`src/rwc_pkg.sv`:
```
// How it works
// - Primary-idle wake never starts crystal startup timer
// - Non-crystal primary modes skip crystal startup timer
// - Every wake inserts prep delay, then resumes
// - Prep delay overlaps other wake delays
// - Primary-idle wake waits prep only, flags ready
// - Exit delay chosen by target clock type
// - PLL lock wait uses its own timer
// - Any reset selects internal oscillator 1 MHz
// - Eight reset causes are told apart
// - Low five bits are event-cleared cause flags
// - Bit 7 enables interrupt priority, resets 0
// - Bit 6 acts only when config is 01
// - Bit 6 reset value follows config; bit5 zero
// - Reset instruction clears bit 4; software sets
// - Bit 3 set by power/clear/sleep, cleared by timeout
// - Bit 2 set by power/clear, cleared by sleep
// - Bit 1 cleared only by power-on reset
// - Bit 0 cleared by brown-out or power-on reset
// - Master-clear pin low resets, short pulses filtered
// - Master-clear pin is never driven by device
// - Disabled master-clear pin is plain input
// - Crystal startup timer counts 1024 cycles
// - PLL lock wait follows startup, 2 ms
// Constants, enums and carrier structs for the reset and wake sequencer.
// Assumes a single 125 MHz clock and an AXI4-Lite register master.
package rwc_pkg;
   // Register byte addresses
   localparam logic [7:0]  ADDR_RESET_CONTROL = 8'h00;
   localparam logic [7:0]  ADDR_WAKE_CONTROL  = 8'h04;
   localparam logic [7:0]  ADDR_STATUS        = 8'h08;
   localparam logic [1:0]  RESP_OKAY          = 2'h0;
   localparam logic [1:0]  RESP_SLVERR        = 2'h2;
   // Reset-control bit positions
   localparam int BIT_IRQ_PRIO   = 7;
   localparam int BIT_SW_BROWN   = 6;
   localparam int BIT_RST_INSTR  = 4;
   localparam int BIT_WDT_FLAG   = 3;
   localparam int BIT_PWR_DOWN   = 2;
   localparam int BIT_POWER_ON   = 1;
   localparam int BIT_BROWN_FLAG = 0;
   localparam logic [1:0]  BROWNOUT_CFG_OFF = 2'h0;
   localparam logic [1:0]  BROWNOUT_CFG_SW  = 2'h1;
   localparam logic [1:0]  BROWNOUT_CFG_RUN = 2'h2;
   // Internal oscillator mux code for 1 MHz (code chosen here)
   localparam logic [2:0]  INTERNAL_OSC_MUX_SEL_1MHZ = 3'h4;
   // Timing
   localparam int CLK_PERIOD_NS      = 8;
   localparam int OST_OSC_CYCLES     = 1024;
   localparam int PLL_LOCK_NS        = 2000000;
   localparam int PLL_LOCK_CYCLES    = PLL_LOCK_NS / CLK_PERIOD_NS;
   localparam int WAKE_PREP_CYCLES   = 8;
   localparam int MASTER_CLEAR_PIN_FILTER_CYCLES = 4;
   // Reset cause one-hot positions
   localparam int CAUSE_POWER_ON  = 0;
   localparam int CAUSE_MASTER_CLEAR_PIN_RUN  = 1;
   localparam int CAUSE_MASTER_CLEAR_PIN_PM   = 2;
   localparam int CAUSE_WATCHDOG  = 3;
   localparam int CAUSE_BROWNOUT  = 4;
   localparam int CAUSE_RST_INSTR = 5;
   localparam int CAUSE_STK_FULL  = 6;
   localparam int CAUSE_STK_UNDER = 7;

   typedef enum logic [4:0] {
      ST_RUN       = 5'b0_0001,
      ST_POWERDOWN = 5'b0_0010,
      ST_OST       = 5'b0_0100,
      ST_PLL       = 5'b0_1000,
      ST_PREP      = 5'b1_0000
   } rwc_fsm_t;

   // Clock source in use while powered down
   typedef enum logic [1:0] {
      SRC_PRIMARY_IDLE = 2'h0,
      SRC_SECONDARY    = 2'h1,
      SRC_INTERNAL     = 2'h2,
      SRC_SLEEP        = 2'h3
   } rwc_src_t;

   typedef enum logic [2:0] {
      OSC_LOW_POWER_CRYSTAL = 3'h0,
      OSC_STANDARD_CRYSTAL  = 3'h1,
      OSC_HIGH_SPEED        = 3'h2,
      OSC_HIGH_SPEED_X4     = 3'h3,
      OSC_EXTERNAL_CLOCK    = 3'h4,
      OSC_RES_CAP           = 3'h5,
      OSC_INTERNAL_IO       = 3'h6
   } rwc_osc_t;

   typedef struct packed {
      rwc_osc_t   osc_mode;
      logic [1:0] brownout_config;
      logic       master_clear_pin_enable;
      logic       wake_to_internal;
   } rwc_cfg_t;

   typedef struct packed {
      logic sleep_instr;
      logic watchdog_clear_instr;
      logic reset_instr;
      logic watchdog_timeout;
      logic brownout_detect;
      logic stack_full;
      logic stack_underflow;
      logic wake_irq;
   } rwc_evt_t;

   typedef struct packed {
      rwc_fsm_t    fsm;
      rwc_src_t    src;
      logic [19:0] osc_cnt;
      logic [7:0]  prep_cnt;
      logic        irq_priority_enable;
      logic        sw_brownout_enable;
      logic        reset_instr_flag;
      logic        watchdog_timeout_flag;
      logic        power_down_flag;
      logic        power_on_flag;
      logic        brownout_flag;
      logic [2:0]  osc_sel;
      logic        primary_clock_ready_flag;
      logic        internal_clock_stable_flag;
      logic [7:0]  cause;
      logic [2:0]  master_clear_pin_cnt;
      logic        master_clear_pin_hit;
      logic        dev_reset;
      logic        init;
      logic        aw_ok;
      logic [7:0]  aw_addr;
      logic        w_ok;
      logic [7:0]  wdata;
      logic        wstrb0;
      logic        bvalid;
      logic [1:0]  bresp;
      logic        rvalid;
      logic [31:0] rdata;
      logic [1:0]  rresp;
   } rwc_state_t;
endpackage

```
`src/rwc_reset_wake.sv`:
```
// Reset combining, reset-control register and wake exit-delay sequencer.
// Assumes event inputs are one-cycle pulses synchronous to clk and that
// rst_n is the power-on reset of the block.
//
// The AXI4-Lite interface to the registers and the register offsets were decided locally.
`timescale 1ns/1ps
`default_nettype none
module rwc_reset_wake import rwc_pkg::*; #(
   parameter int unsigned OST_CYCLES  = OST_OSC_CYCLES,
   parameter int unsigned PLL_CYCLES  = PLL_LOCK_CYCLES,
   parameter int unsigned PREP_CYCLES = WAKE_PREP_CYCLES
) (
   input  wire logic        clk,
   input  wire logic        rst_n,
   input  wire rwc_cfg_t    cfg,
   input  wire rwc_evt_t    evt,
   input  wire rwc_src_t    pm_source,
   input  wire logic        master_clear_pin_n,
   output logic             master_clear_pin_oe,
   output logic             master_clear_digital_in,
   output logic             device_reset,
   output logic             cpu_run,
   output logic             brownout_enable,
   output logic             irq_priority_enable,
   output logic [2:0]       internal_osc_sel,
   output logic             primary_clock_ready_flag,
   output logic             internal_clock_stable_flag,
   input  wire logic [7:0]  s_axi_awaddr,
   input  wire logic        s_axi_awvalid,
   output logic             s_axi_awready,
   input  wire logic [31:0] s_axi_wdata,
   input  wire logic [3:0]  s_axi_wstrb,
   input  wire logic        s_axi_wvalid,
   output logic             s_axi_wready,
   output logic [1:0]       s_axi_bresp,
   output logic             s_axi_bvalid,
   input  wire logic        s_axi_bready,
   input  wire logic [7:0]  s_axi_araddr,
   input  wire logic        s_axi_arvalid,
   output logic             s_axi_arready,
   output logic [31:0]      s_axi_rdata,
   output logic [1:0]       s_axi_rresp,
   output logic             s_axi_rvalid,
   input  wire logic        s_axi_rready
);
   rwc_state_t s;
   rwc_state_t next_s;

   // Crystal modes are the only ones that need the startup timer
   function automatic logic is_crystal(input rwc_osc_t m);
      return (m == OSC_LOW_POWER_CRYSTAL) || (m == OSC_STANDARD_CRYSTAL) ||
             (m == OSC_HIGH_SPEED) || (m == OSC_HIGH_SPEED_X4);
   endfunction

   logic       bo_on;
   logic       master_clear_pin_low;
   logic       master_clear_pin_fire;
   logic       wdt_rst;
   logic       bo_rst;
   logic       any_rst;
   logic       wake_go;
   logic       need_ost;
   logic       need_pll;
   logic       wr_go;
   logic [7:0] rc_read;

   // Brown-out enable per configuration field
   always_comb begin
      unique case (cfg.brownout_config)
         BROWNOUT_CFG_OFF: bo_on = 1'b0;
         BROWNOUT_CFG_SW:  bo_on = s.sw_brownout_enable;
         BROWNOUT_CFG_RUN: bo_on = (s.fsm != ST_POWERDOWN);
         default:          bo_on = 1'b1;
      endcase
   end

   // Reset causes and wake decision
   assign master_clear_pin_low  = cfg.master_clear_pin_enable && !master_clear_pin_n;
   assign master_clear_pin_fire = master_clear_pin_low && !s.master_clear_pin_hit &&
                      (s.master_clear_pin_cnt == 3'(MASTER_CLEAR_PIN_FILTER_CYCLES - 1));
   assign wdt_rst   = evt.watchdog_timeout && (s.fsm == ST_RUN);
   assign bo_rst    = evt.brownout_detect && bo_on;
   assign any_rst   = master_clear_pin_fire || wdt_rst || bo_rst || evt.reset_instr ||
                      evt.stack_full || evt.stack_underflow;
   assign wake_go   = (s.fsm == ST_POWERDOWN) &&
                      (evt.wake_irq || evt.watchdog_timeout);
   // Primary idle keeps the oscillator running, so no startup wait
   assign need_ost  = !cfg.wake_to_internal && is_crystal(cfg.osc_mode) &&
                      (s.src != SRC_PRIMARY_IDLE);
   assign need_pll  = need_ost && (cfg.osc_mode == OSC_HIGH_SPEED_X4);
   assign wr_go     = s.aw_ok && s.w_ok && !s.bvalid;

   // Read view: bit 5 is always zero, bit 6 only live in software mode
   always_comb begin
      rc_read = 8'h00;
      rc_read[BIT_IRQ_PRIO]   = s.irq_priority_enable;
      rc_read[BIT_SW_BROWN]   = s.sw_brownout_enable &&
                                (cfg.brownout_config == BROWNOUT_CFG_SW);
      rc_read[BIT_RST_INSTR]  = s.reset_instr_flag;
      rc_read[BIT_WDT_FLAG]   = s.watchdog_timeout_flag;
      rc_read[BIT_PWR_DOWN]   = s.power_down_flag;
      rc_read[BIT_POWER_ON]   = s.power_on_flag;
      rc_read[BIT_BROWN_FLAG] = s.brownout_flag;
   end

   // Next state of the whole block
   always_comb begin
      next_s = s;
      next_s.dev_reset = s.master_clear_pin_hit && master_clear_pin_low;
      next_s.init = 1'b0;
      if (s.init) begin
         next_s.sw_brownout_enable =
            (cfg.brownout_config == BROWNOUT_CFG_SW);
      end
      if (s.prep_cnt != 8'h00) begin
         next_s.prep_cnt = s.prep_cnt - 8'h01;
      end
      // Master-clear glitch filter
      if (master_clear_pin_low) begin
         if (s.master_clear_pin_cnt != 3'(MASTER_CLEAR_PIN_FILTER_CYCLES - 1)) begin
            next_s.master_clear_pin_cnt = s.master_clear_pin_cnt + 3'h1;
         end
         if (master_clear_pin_fire) begin
            next_s.master_clear_pin_hit = 1'b1;
         end
      end else begin
         next_s.master_clear_pin_cnt = 3'h0;
         next_s.master_clear_pin_hit = 1'b0;
      end
      // Wake sequencer
      unique case (s.fsm)
         ST_RUN: begin
            if (evt.sleep_instr) begin
               next_s.fsm = ST_POWERDOWN;
               next_s.src = pm_source;
               if (pm_source != SRC_PRIMARY_IDLE) begin
                  next_s.primary_clock_ready_flag = 1'b0;
               end
               if (pm_source == SRC_SLEEP) begin
                  next_s.internal_clock_stable_flag = 1'b0;
               end
            end
         end
         ST_POWERDOWN: begin
            if (wake_go) begin
               next_s.prep_cnt = 8'(PREP_CYCLES);
               if (need_ost) begin
                  next_s.fsm = ST_OST;
                  next_s.osc_cnt = 20'(OST_CYCLES);
               end else begin
                  next_s.fsm = ST_PREP;
               end
            end
         end
         ST_OST: begin
            next_s.osc_cnt = s.osc_cnt - 20'h1;
            if (s.osc_cnt <= 20'h1) begin
               if (need_pll) begin
                  next_s.fsm = ST_PLL;
                  next_s.osc_cnt = 20'(PLL_CYCLES);
               end else if (s.prep_cnt <= 8'h01) begin
                  next_s.fsm = ST_RUN;
               end else begin
                  next_s.fsm = ST_PREP;
               end
            end
         end
         ST_PLL: begin
            next_s.osc_cnt = s.osc_cnt - 20'h1;
            if (s.osc_cnt <= 20'h1) begin
               next_s.fsm = (s.prep_cnt <= 8'h01) ? ST_RUN : ST_PREP;
            end
         end
         ST_PREP: begin
            if (s.prep_cnt <= 8'h01) begin
               next_s.fsm = ST_RUN;
            end
         end
      endcase
      // Ready flags follow the target clock on resume
      if (s.fsm != ST_RUN && next_s.fsm == ST_RUN) begin
         if (cfg.wake_to_internal) begin
            next_s.internal_clock_stable_flag = 1'b1;
         end else begin
            next_s.primary_clock_ready_flag = 1'b1;
         end
      end
      // Instruction effects on status flags
      if (evt.watchdog_clear_instr) begin
         next_s.watchdog_timeout_flag = 1'b1;
         next_s.power_down_flag = 1'b1;
      end
      if (evt.sleep_instr && s.fsm == ST_RUN) begin
         next_s.watchdog_timeout_flag = 1'b1;
         next_s.power_down_flag = 1'b0;
      end
      // AXI4-Lite channels: one write and one read at a time
      if (s_axi_awvalid && s_axi_awready) begin
         next_s.aw_ok = 1'b1;
         next_s.aw_addr = s_axi_awaddr;
      end
      if (s_axi_wvalid && s_axi_wready) begin
         next_s.w_ok = 1'b1;
         next_s.wdata = s_axi_wdata[7:0];
         next_s.wstrb0 = s_axi_wstrb[0];
      end
      if (s.bvalid && s_axi_bready) begin
         next_s.bvalid = 1'b0;
      end
      if (wr_go) begin
         next_s.aw_ok = 1'b0;
         next_s.w_ok = 1'b0;
         next_s.bvalid = 1'b1;
         next_s.bresp = RESP_OKAY;
         if (s.aw_addr == ADDR_RESET_CONTROL) begin
            if (s.wstrb0) begin
               next_s.irq_priority_enable = s.wdata[BIT_IRQ_PRIO];
               if (cfg.brownout_config == BROWNOUT_CFG_SW) begin
                  next_s.sw_brownout_enable = s.wdata[BIT_SW_BROWN];
               end
               next_s.reset_instr_flag = s.wdata[BIT_RST_INSTR];
               next_s.power_on_flag = s.wdata[BIT_POWER_ON];
               next_s.brownout_flag = s.wdata[BIT_BROWN_FLAG];
            end
         end else if (s.aw_addr == ADDR_WAKE_CONTROL) begin
            if (s.wstrb0) begin
               next_s.osc_sel = s.wdata[2:0];
            end
         end else if (s.aw_addr != ADDR_STATUS) begin
            next_s.bresp = RESP_SLVERR;
         end
      end
      if (s.rvalid && s_axi_rready) begin
         next_s.rvalid = 1'b0;
      end
      if (s_axi_arvalid && s_axi_arready) begin
         next_s.rvalid = 1'b1;
         next_s.rresp = RESP_OKAY;
         unique case (s_axi_araddr)
            ADDR_RESET_CONTROL: next_s.rdata = {24'h00_0000, rc_read};
            ADDR_WAKE_CONTROL:  next_s.rdata = {29'h0000_0000, s.osc_sel};
            ADDR_STATUS: begin
               next_s.rdata = {16'h0000, s.cause, 1'b0, s.fsm,
                               s.internal_clock_stable_flag,
                               s.primary_clock_ready_flag};
            end
            default: begin
               next_s.rdata = 32'h0000_0000;
               next_s.rresp = RESP_SLVERR;
            end
         endcase
      end
      // Timeout clears its flag even when it only wakes the core
      if (evt.watchdog_timeout) begin
         next_s.watchdog_timeout_flag = 1'b0;
      end
      // Internal resets win over software writes of the same cycle
      if (any_rst) begin
         next_s.dev_reset = 1'b1;
         next_s.fsm = ST_RUN;
         next_s.osc_cnt = 20'h0;
         next_s.prep_cnt = 8'h00;
         next_s.osc_sel = INTERNAL_OSC_MUX_SEL_1MHZ;
         next_s.irq_priority_enable = 1'b0;
         next_s.sw_brownout_enable =
            (cfg.brownout_config == BROWNOUT_CFG_SW);
         next_s.cause = 8'h00;
         if (master_clear_pin_fire) begin
            next_s.cause[(s.fsm == ST_RUN) ? CAUSE_MASTER_CLEAR_PIN_RUN
                                           : CAUSE_MASTER_CLEAR_PIN_PM] = 1'b1;
         end else if (bo_rst) begin
            next_s.cause[CAUSE_BROWNOUT] = 1'b1;
         end else if (wdt_rst) begin
            next_s.cause[CAUSE_WATCHDOG] = 1'b1;
         end else if (evt.reset_instr) begin
            next_s.cause[CAUSE_RST_INSTR] = 1'b1;
         end else if (evt.stack_full) begin
            next_s.cause[CAUSE_STK_FULL] = 1'b1;
         end else begin
            next_s.cause[CAUSE_STK_UNDER] = 1'b1;
         end
         if (evt.reset_instr) begin
            next_s.reset_instr_flag = 1'b0;
         end
         if (bo_rst) begin
            next_s.brownout_flag = 1'b0;
         end
      end
   end

   // State register; power-on is the asynchronous reset
   always_ff @(posedge clk or negedge rst_n) begin
      if (!rst_n) begin
         s <= '0;
         s.fsm <= ST_RUN;
         s.src <= SRC_PRIMARY_IDLE;
         s.reset_instr_flag <= 1'b1;
         s.watchdog_timeout_flag <= 1'b1;
         s.power_down_flag <= 1'b1;
         s.power_on_flag <= 1'b0;
         s.osc_sel <= INTERNAL_OSC_MUX_SEL_1MHZ;
         s.cause <= 8'h01;
         s.dev_reset <= 1'b1;
         s.init <= 1'b1;
      end else begin
         s <= next_s;
      end
   end

   // Outputs; the pin is input only and is never driven
   assign master_clear_pin_oe        = 1'b0;
   assign master_clear_digital_in    = master_clear_pin_n;
   assign device_reset               = s.dev_reset;
   assign cpu_run                    = (s.fsm == ST_RUN) && !s.dev_reset;
   assign brownout_enable            = bo_on;
   assign irq_priority_enable        = s.irq_priority_enable;
   assign internal_osc_sel           = s.osc_sel;
   assign primary_clock_ready_flag   = s.primary_clock_ready_flag;
   assign internal_clock_stable_flag = s.internal_clock_stable_flag;
   assign s_axi_awready              = !s.aw_ok && !s.bvalid;
   assign s_axi_wready               = !s.w_ok && !s.bvalid;
   assign s_axi_bvalid               = s.bvalid;
   assign s_axi_bresp                = s.bresp;
   assign s_axi_arready              = !s.rvalid;
   assign s_axi_rvalid               = s.rvalid;
   assign s_axi_rdata                = s.rdata;
   assign s_axi_rresp                = s.rresp;

   // Checking helpers: cycles since wake and the delay expected
   logic        h_woke;
   logic [23:0] h_cnt;
   logic [23:0] h_exp;
   always_ff @(posedge clk or negedge rst_n) begin
      if (!rst_n) begin
         h_woke <= 1'b0;
         h_cnt <= 24'h0;
         h_exp <= 24'h0;
      end else if (wake_go && !any_rst) begin
         h_woke <= 1'b1;
         h_cnt <= 24'h0;
         h_exp <= 24'(PREP_CYCLES);
         if (need_ost && 24'(OST_CYCLES + (need_pll ? PLL_CYCLES : 0)) >
                         24'(PREP_CYCLES)) begin
            h_exp <= 24'(OST_CYCLES + (need_pll ? PLL_CYCLES : 0));
         end
      end else begin
         h_cnt <= h_cnt + 24'h1;
         if (s.fsm == ST_RUN || any_rst) begin
            h_woke <= 1'b0;
         end
      end
   end
endmodule
`default_nettype wire

```
`config.mk`:
```
export PLATFORM = sky130hd
export DESIGN_NAME = rwc_reset_wake
export DESIGN_NICKNAME = d
export VERILOG_FILES = /design/src/rwc_pkg.sv /design/src/rwc_reset_wake.sv
export SDC_FILE = /design/constraint.sdc
export NUM_CORES = 1
export LEC_CHECK = 0
export BUFFER_PORTS_ARGS = -buffer_cell sky130_fd_sc_hd__buf_2
export CORE_MARGIN = 3
export CORE_UTILIZATION = 45
export CTS_BUF_LIST = sky130_fd_sc_hd__clkbuf_4
export DETAILED_ROUTE_END_ITERATION = 6
export PLACE_DENSITY = 0.72
export SYNTH_ARGS = -nofsm -noshare
export SYNTH_HDL_FRONTEND = slang
export SYNTH_SLANG_ARGS = --single-unit
```
`constraint.sdc`:
```
create_clock -name clk -period 2.3 [get_ports clk]
set_input_delay 0 -clock clk [delete_from_list [all_inputs] [get_ports clk]]
set_output_delay 0 -clock clk [all_outputs]
set_load 0.05 [all_outputs]
```
### Word level (Yosys, flattened, before mapping)

Cells that the tools add are included.

* register bits: 118
* latch bits: 0
* RAM bits: 0
* ROM bits: 0
* input port bits: 77
* output and inout bits: 52
* memories kept: 0

* add/sub/neg operators: 3
* multipliers: 0
* div/mod/pow operators: 0
* magnitude comparators: 4
* eq/ne operators: 25
* shift-type cells: 0
* multiplexer cells: 74
* bitwise gates (word level): 0
* reductions and logical operators: 65

Operators by type and width (count)
* $mux 20: 3
* $pmux 20 s3: 1
* $pmux 16 s3: 1
* $mux 5: 9
* $mux 35: 1
* $mux 3: 11
* $mux 31: 1
* $mux 28: 1
* $pmux 5 s5: 1
* $logic_and 1x1->1: 24
* $mux 1: 24
* $mux 2: 11
* $reduce_bool 2->1: 11
* $le 20x1->1 const B: 1
* $sub 20x1->20 const B: 1
* $eq 8x3->1 const B: 2
* $logic_not 8->1: 2
* $mux 8: 2
* $mux 4: 3
* $eq 5x1->1 const B: 2
* $mux 10: 1
* $eq 3x2->1 const B: 3
* $logic_or 1x1->1: 9
* $mux 9: 1
* other kinds (33): 45

### Longest topological paths before layout

Gate-level depths: netlist of the first run.

* depth after elaboration: 13
* gate-level depth with buffers: 10

### Worst setup path after synthesis of the first run

Ideal clock, no wire load.

* path type: register to register
* start: register s (netlist bit s_axi_bvalid)
* end: register s[48] in the netlist's numbering
* library setup time: 0.125 ns
* data arrival time: 2.198 ns
* required time: 2.175 ns
* slack: -0.023 ns
* cell stages (with the launch flop): 5
* buffers on the path: 1
* period minus slack after synthesis: 2.323 ns
* cell sequence: dfrtp_1 -> nor2_1 -> and2_1 -> clkbuf_1 -> mux2_2

* longest elaborated chain between the ends: 3

RTL lines
* start: declaration: RTL line rwc_reset_wake.sv:46 `rwc_state_t s;`
* start signal: assignment: RTL line rwc_reset_wake.sv:306 `s <= next_s;`
* $logic_not 1->1: RTL line rwc_reset_wake.sv:320 `assign s_axi_awready = !s.aw_ok && !s.bvalid;`
* $logic_and 1x1->1: RTL line rwc_reset_wake.sv:320
* via s_axi_awready: RTL line rwc_reset_wake.sv:30 `output logic s_axi_awready,`
* $logic_and 1x1->1: RTL line rwc_reset_wake.sv:198 `if (s_axi_awvalid && s_axi_awready) begin`

The timed path passes the listed nets, and every way through them passes these cells.
A chain may end at the register's enable or synchronous reset.

==> results_dict.tcl, run 1 <==
set metrics [dict create \
    synth.distinct_cells 69 \
    cp-end-kind "register" \
    io_buffers 80 \
    final_nets 757 \
    tightest_slew_ps 545 \
    synth.yosys.seq_area_share_pct 47.1 \
    drv_cap 0 \
    via_per_inst 5.56 \
    crit_required_ps 2670 \
    synth_top_cell_area_share_pct 43.1 \
    synth_area_leaders "dfrtp_1 (43%), buf_4 (5.9%), mux2_2 (4.5%)" \
    synth_edf_count 0 \
    remaining_drc_errors 0 \
    fmax_mhz 429 \
    rsz0062_at_grt "yes" \
    core_area_sq_mm 0.0111 \
    cts_max_path_buffers 2 \
    cts_buffers 9 \
    synthFlopType "dfrtp_1" \
    power_density_mw_per_mm2 614 \
    clock_sinks 98 \
    start_util_pct 47.2 \
    slew_headroom_pct 63.7 \
    ys_seq_elements 98 \
    area_growth_syn_to_layout_pct 25.3 \
    total_power_mw 4.02 \
    violations "setup timing" \
    clock_skew_ps 16.4 \
    wl_per_cell_microns 16.2 \
    gp_congestion 0.936 \
    p_leak_nw 3.10 \
    period_share_pct 101 \
    num_rows 38 \
    grt_antenna_before_repair 1 \
    path_class "register to register" \
    synth_area_sq_mm 0.00523 \
    ir_drop_uv 581 \
    cts_max_level 3 \
    slew_violations 0 \
    grt_max_degree 58 \
    period_minus_slack_ps 2330 \
    die-height_microns 114 \
    vias 4551 \
    die_area_sq_mm 0.0129 \
    tritoncts "done" \
    crit_fanout 2 \
    worst_slack_ps -31.2 \
    hold_class "primary input to asynchronous set/reset pin" \
    yosys.area.top_type "dfrtp_1" \
    arrival_ps 2710 \
    status "finished with violations" \
    ff2ff_path_depth 6 \
    worstSkewPairLatency_ps 460 \
    ant_nets 0 \
    routed_wl_microns 13300 \
    cpPeakStageDelay_ps 560 \
    yosys_warnings 0 \
    grt_pass1_wl_microns 22000 \
    setup_viol 1 \
    tns_ps -31.2 \
    syn_avg_cell_area_sq_um 9.86 \
    pin_count 129 \
    drt_iter0_drc 341 \
    grt_pass1_vias 4471 \
    hpwl_microns 9470 \
    hold_violations 0 \
    die_width_microns 114 \
    synthArstFlopShare_pct 100 \
    critical_path.cell_chain "or4_4 > o311ai_4 > o2111ai_2 > a221o_1 > or2_1 > o31ai_1" \
    root_buffer "clkbuf_4" \
    grt-ovfl-total 0 \
    drive_gt1_share_pct 32.0 \
    dr.pass1.iters 5 \
    cp-start-kind "register" \
    grt_use_total_pct 21.3 \
    synthCells 530 \
    crit_path_top_delay_cell "or4_4" \
    cts.clk_slew.worst_paths_ps 160 \
]
==> critical path, delay by kind of cell, from the launching register on <==
| family | cells | cell delay (ps) |
|---|---|---|
| DFF | 1 | 410 |
| AOI/OAI and AO/OA | 4 | 1000 |
| and+or+nand+nor | 2 | 830 |
==> final cells by class <==
class,count,area [sq um]
clock buffers,9,67.6
well taps,140,175
flip-flops and latches,98,2460
fillers,947,4530
inverters,12,45.0
repair buffers,176,1240
multi-input cells,376,2450
clock inverters,7,98.8
diodes,1,2.50
==> where the power goes <==
group,switching (mW),internal [mW]
clock,0.624,0.453
combinational,0.534,0.341
sequential,0.145,1.92
total,1.30,2.72
==> path summary, 6_finish.rpt <==
check	startpoint	to	slack, ps
max	s[88]	primary_clock_ready_flag	-30
min	rst_n	s[52]	50
max reg2reg	s[88]	primary_clock_ready_flag	-30
min reg2reg	s_axi_rresp[1]	s_axi_rresp[1]	500
max in group asynchronous	rst_n	s[57]	1500
min in group clk	cfg[2]	s[81]	90
==> kinds of logic (layout without fill, tap and decap cells) <==
logic type | count (synthesis) | count (layout) | share of synthesized area (%)
other | 1 | 21 | 0.0718
and+or+nand+nor | 196 | 196 | 18.9
adders and majority gates | 7 | 7 | 1.68
xor gates and xnor gates | 10 | 10 | 1.68
muxes | 28 | 28 | 5.87
AOI/OAI and AO/OA | 115 | 115 | 15.4
buffers and inverters | 75 | 204 | 9.27
DFF | 98 | 98 | 47.1
==> per-stage QoR <==
step	utilization, %	instance area, sq um	hold slack [ps]	std cells	worst slack [ps]
floorplan	-	5300	-296	549	-3.43
global placement	52.5	5810	11.4	754	-8.73
detailed placement	52.5	5810	23.6	754	-102
CTS	58.0	6420	39.9	813	9.05
global route	59.1	6550	87.0	819	-120
finish	59.1	6550	52.4	819	-31.2
==> sequential cells by signal, indices dropped and copies added, names as in the netlist <==
| register | flops |
|---|---|
| s | 66 |
| s_axi_rdata | 16 |
| rc_read | 5 |
| internal_osc_sel | 3 |
| device_reset | 1 |
| internal_clock_stable_flag | 1 |
| irq_priority_enable | 1 |
| primary_clock_ready_flag | 1 |
| s_axi_bresp | 1 |
| s_axi_bvalid | 1 |
| s_axi_rresp | 1 |
| s_axi_rvalid | 1 |
==> layer usage <==
layer,vias up,track usage [%],share of wire [%]
li1,2138,-,-
met1,2205,28.2,43
met2,173,34.9,48
met3,35,3.29,5.4
met4,0,8.89,3.1
met5,-,0,0
==> cells in the mapped netlist, types with 3 or more instances <==
library cell,count
or3_1,6
xor2_1,5
o21ai_0,24
or4_1,6
nand3_1,15
nand2_1,44
a21o_1,3
nor4_2,3
nand2b_1,6
clkbuf_1,15
o31ai_1,4
o211ai_1,5
clkbuf_8,4
dfstp_2,8
buf_4,41
nand4_1,6
or2_2,4
xnor2_1,5
and2_1,4
nor4_1,9
a311oi_1,4
nor2b_1,4
a211oi_1,5
nor2_1,58
mux2_2,21
ha_1,7
nor3_1,17
dfrtp_1,90
a21oi_1,28
inv_1,12
mux2i_1,7
a31oi_1,5
a22o_1,13
==> cell usage in the layout, fill, tap and decap left out, drive strengths merged, types with 7 or more instances in the layout <==
| cell | synthesis | final |
|---|---|---|
| buf | 44 | 133 |
| a21oi | 28 | 28 |
| nor4 | 12 | 12 |
| mux2i | 7 | 7 |
| mux2 | 21 | 21 |
| conb | 1 | 20 |
| dfrtp | 90 | 90 |
| inv | 12 | 15 |
| dfstp | 8 | 8 |
| clkbuf | 19 | 9 |
| o21ai | 26 | 26 |
| dlygate4sd3 | 0 | 43 |
| nor3 | 17 | 17 |
| nand3 | 15 | 15 |
| nand2 | 44 | 44 |
| or4 | 7 | 7 |
| ha | 7 | 7 |
| nor2 | 60 | 60 |
| or3 | 7 | 7 |
| a22o | 14 | 14 |
==> what timing repair did <==
action / CTS / global route
hold buffers: 43 / 0
pin swaps: 5 / 3
setup buffers: 0 / 5
hold endpoints to repair: 132 / 0
endpoints found under the setup margin: 2 / 20
gates resized for setup: 3 / 18
Power figures use the tool's default switching activity.
==> inputs of run 2 (changes only) <==
--- a/config.mk
+++ b/config.mk
@@ -16 +16,2 @@
 export SYNTH_SLANG_ARGS = --single-unit
+export TNS_END_PERCENT = 1
==> constraint.sdc (replaced) <==
create_clock -name clk -period 2.3 [get_ports clk]
set_input_delay 0.115 -clock clk [delete_from_list [all_inputs] [get_ports clk]]
set_output_delay 0.115 -clock clk [all_outputs]
set_load 0.05 [all_outputs]
==> run 2 against run 1 <==
The run now ends clean. Sequential cell count did not move. Cell count decreased by 2.1%. Via count down 1.4%. Utilization down 2.2 points. Critical path depth unchanged. First-iteration DRC count down 7.3%. Critical path type unchanged. Sequential power about the same. Worst hold slack lost 17 ps. Worst setup slack gained 39 ps. Register-to-register slack gained 40 ps. Sequential share of layout area rose by 1.4 points.
==> results_dict.tcl, run 2 (same netlist as run 1, synthesis figures left out) <==
set metrics [dict create \
    status "finished, final reports clean" \
    crit_required_ps 2680 \
    vias 4489 \
    fmax_mhz 436 \
    mostFrequentLayoutCells "dfrtp_1 (90), buf_2 (79), nor2_1 (56)" \
    gp_congestion 0.958 \
    routed_wl_microns 13000 \
    slew_headroom_pct 47.4 \
    cts.clk_slew.worst_paths_ps 160 \
    hold_slack_ps 35.6 \
    path_delay_family "compound AO/OA/AOI/OAI gates" \
    grt_antenna_before_repair 0 \
    period_minus_slack_ps 2290 \
    total_power_mw 3.81 \
    ant_nets 0 \
    root_buffer "clkbuf_4" \
    worstSkewPairLatency_ps 480 \
    die_width_microns 114 \
    crit_fanout 2 \
    wl_per_cell_microns 16.2 \
    cts_buffers 9 \
    area_growth_syn_to_layout_pct 20.6 \
    final_nets 741 \
    tns_ps 0 \
    largest_register "s" \
    cts_max_path_buffers 2 \
    cts_max_level 3 \
    hold_class "primary input to register" \
    via_per_inst 5.60 \
    clock_skew_ps 18.7 \
    power_density_mw_per_mm2 604 \
    crit_path_top_delay_cell "or4_4" \
    largest_register_ffs 66 \
    core_area_sq_mm 0.0111 \
    num_rows 38 \
    tritoncts "done" \
    setup_viol 0 \
    grt_pass1_vias 4522 \
    slew_violations 0 \
    cp_num_buf_inv 0 \
    ir_drop_uv 628 \
    pin_count 129 \
    grt-ovfl-total 0 \
    cp-start-kind "register" \
    arrival_ps 2680 \
    insertedDiodeCount 0 \
    tightest_slew_ps 780 \
    die_area_sq_mm 0.0129 \
    die-height_microns 114 \
    fin_area_sq_mm 0.00630 \
    cpPeakStageDelay_ps 560 \
    drive_gt1_share_pct 31.4 \
    hold_violations 0 \
    dr.pass1.iters 5 \
    grt_use_total_pct 21.0 \
    p_leak_nw 2.99 \
    drv_cap 0 \
    clock_sinks 98 \
    start_util_pct 47.2 \
    dpl_cell_area_sq_mm 0.00581 \
    drt_iter0_drc 316 \
    cp-end-kind "register" \
    rsz0062_at_grt "yes" \
    period_share_pct 99.7 \
    grt_pass1_wl_microns 21600 \
    io_buffers 80 \
    grt_max_degree 54 \
    final_common_cell "dfrtp_1" \
    path_class "register to register" \
    remaining_drc_errors 0 \
    critical_path.cell_chain "or4_4 > o311ai_4 > o2111ai_2 > a221o_1 > or2_1 > o31ai_1" \
    hpwl_microns 9730 \
]
[run 2: repair_timing]
item,CTS,global route
setup buffers,1,0
setup endpoints to repair,5,18
hold buffers,30,0
hold endpoints to repair,80,0
gates resized for setup,4,10
pin swaps,5,2
[run 2: final timing paths]
kind	cells after the start	slack (ps)	from	endpoint
worst max register to register	6	8	s[85]	primary_clock_ready_flag
min in group asynchronous	2	200	rst_n	s[56]
worst min-delay path	3	40	cfg[1]	s[60]
worst min register to register	2	500	s[64]	s[64]
max in group asynchronous	3	1300	rst_n	internal_osc_sel[2]
worst max-delay path	6	8	s[85]	primary_clock_ready_flag
[run 2: layout make-up]
cell class,instances,area [sq um]
Clock inverter,7,57.6
Multi-Input combinational cell,376,2410
Timing Repair Buffer,160,1080
Tap cell,140,175
Inverter,12,45.0
Fill cell,952,4780
Sequential cell,98,2460
Clock buffer,9,67.6
[run 2: worst reg2reg max path: stages, from the launching register on]
cell and delay (ps):
dfrtp_1 410, or4_4 560, o311ai_4 240, o2111ai_2 160, a221o_1 370, or2_1 250
o31ai_1 220
[run 2: metrics by stage]
| step | instances | setup WS [ps] | utilization [%] |
|---|---|---|---|
| floorplan | 549 | -9.05 | - |
| global placement | 755 | -15.2 | 52.4 |
| detailed placement | 755 | -94.3 | 52.4 |
| CTS | 802 | 10.3 | 56.4 |
| global route | 802 | -92.9 | 56.9 |
| finish | 802 | 8.02 | 56.9 |
[run 2: power by group]
group | switching (mW) | internal (mW)
Combinational | 0.535 | 0.326
Sequential | 0.151 | 1.92
Clock | 0.631 | 0.242
Total | 1.32 | 2.49
[run 2: per-layer routing]
layer / vias to the layer above / global-route usage [%] / wire length (microns)
li1: 2099 / - / -
met1: 2172 / 26.6 / 5490
met4: 0 / 8.41 / 364
met5: - / 0 / 0
met3: 36 / 3.93 / 795
met2: 182 / 35.6 / 6370
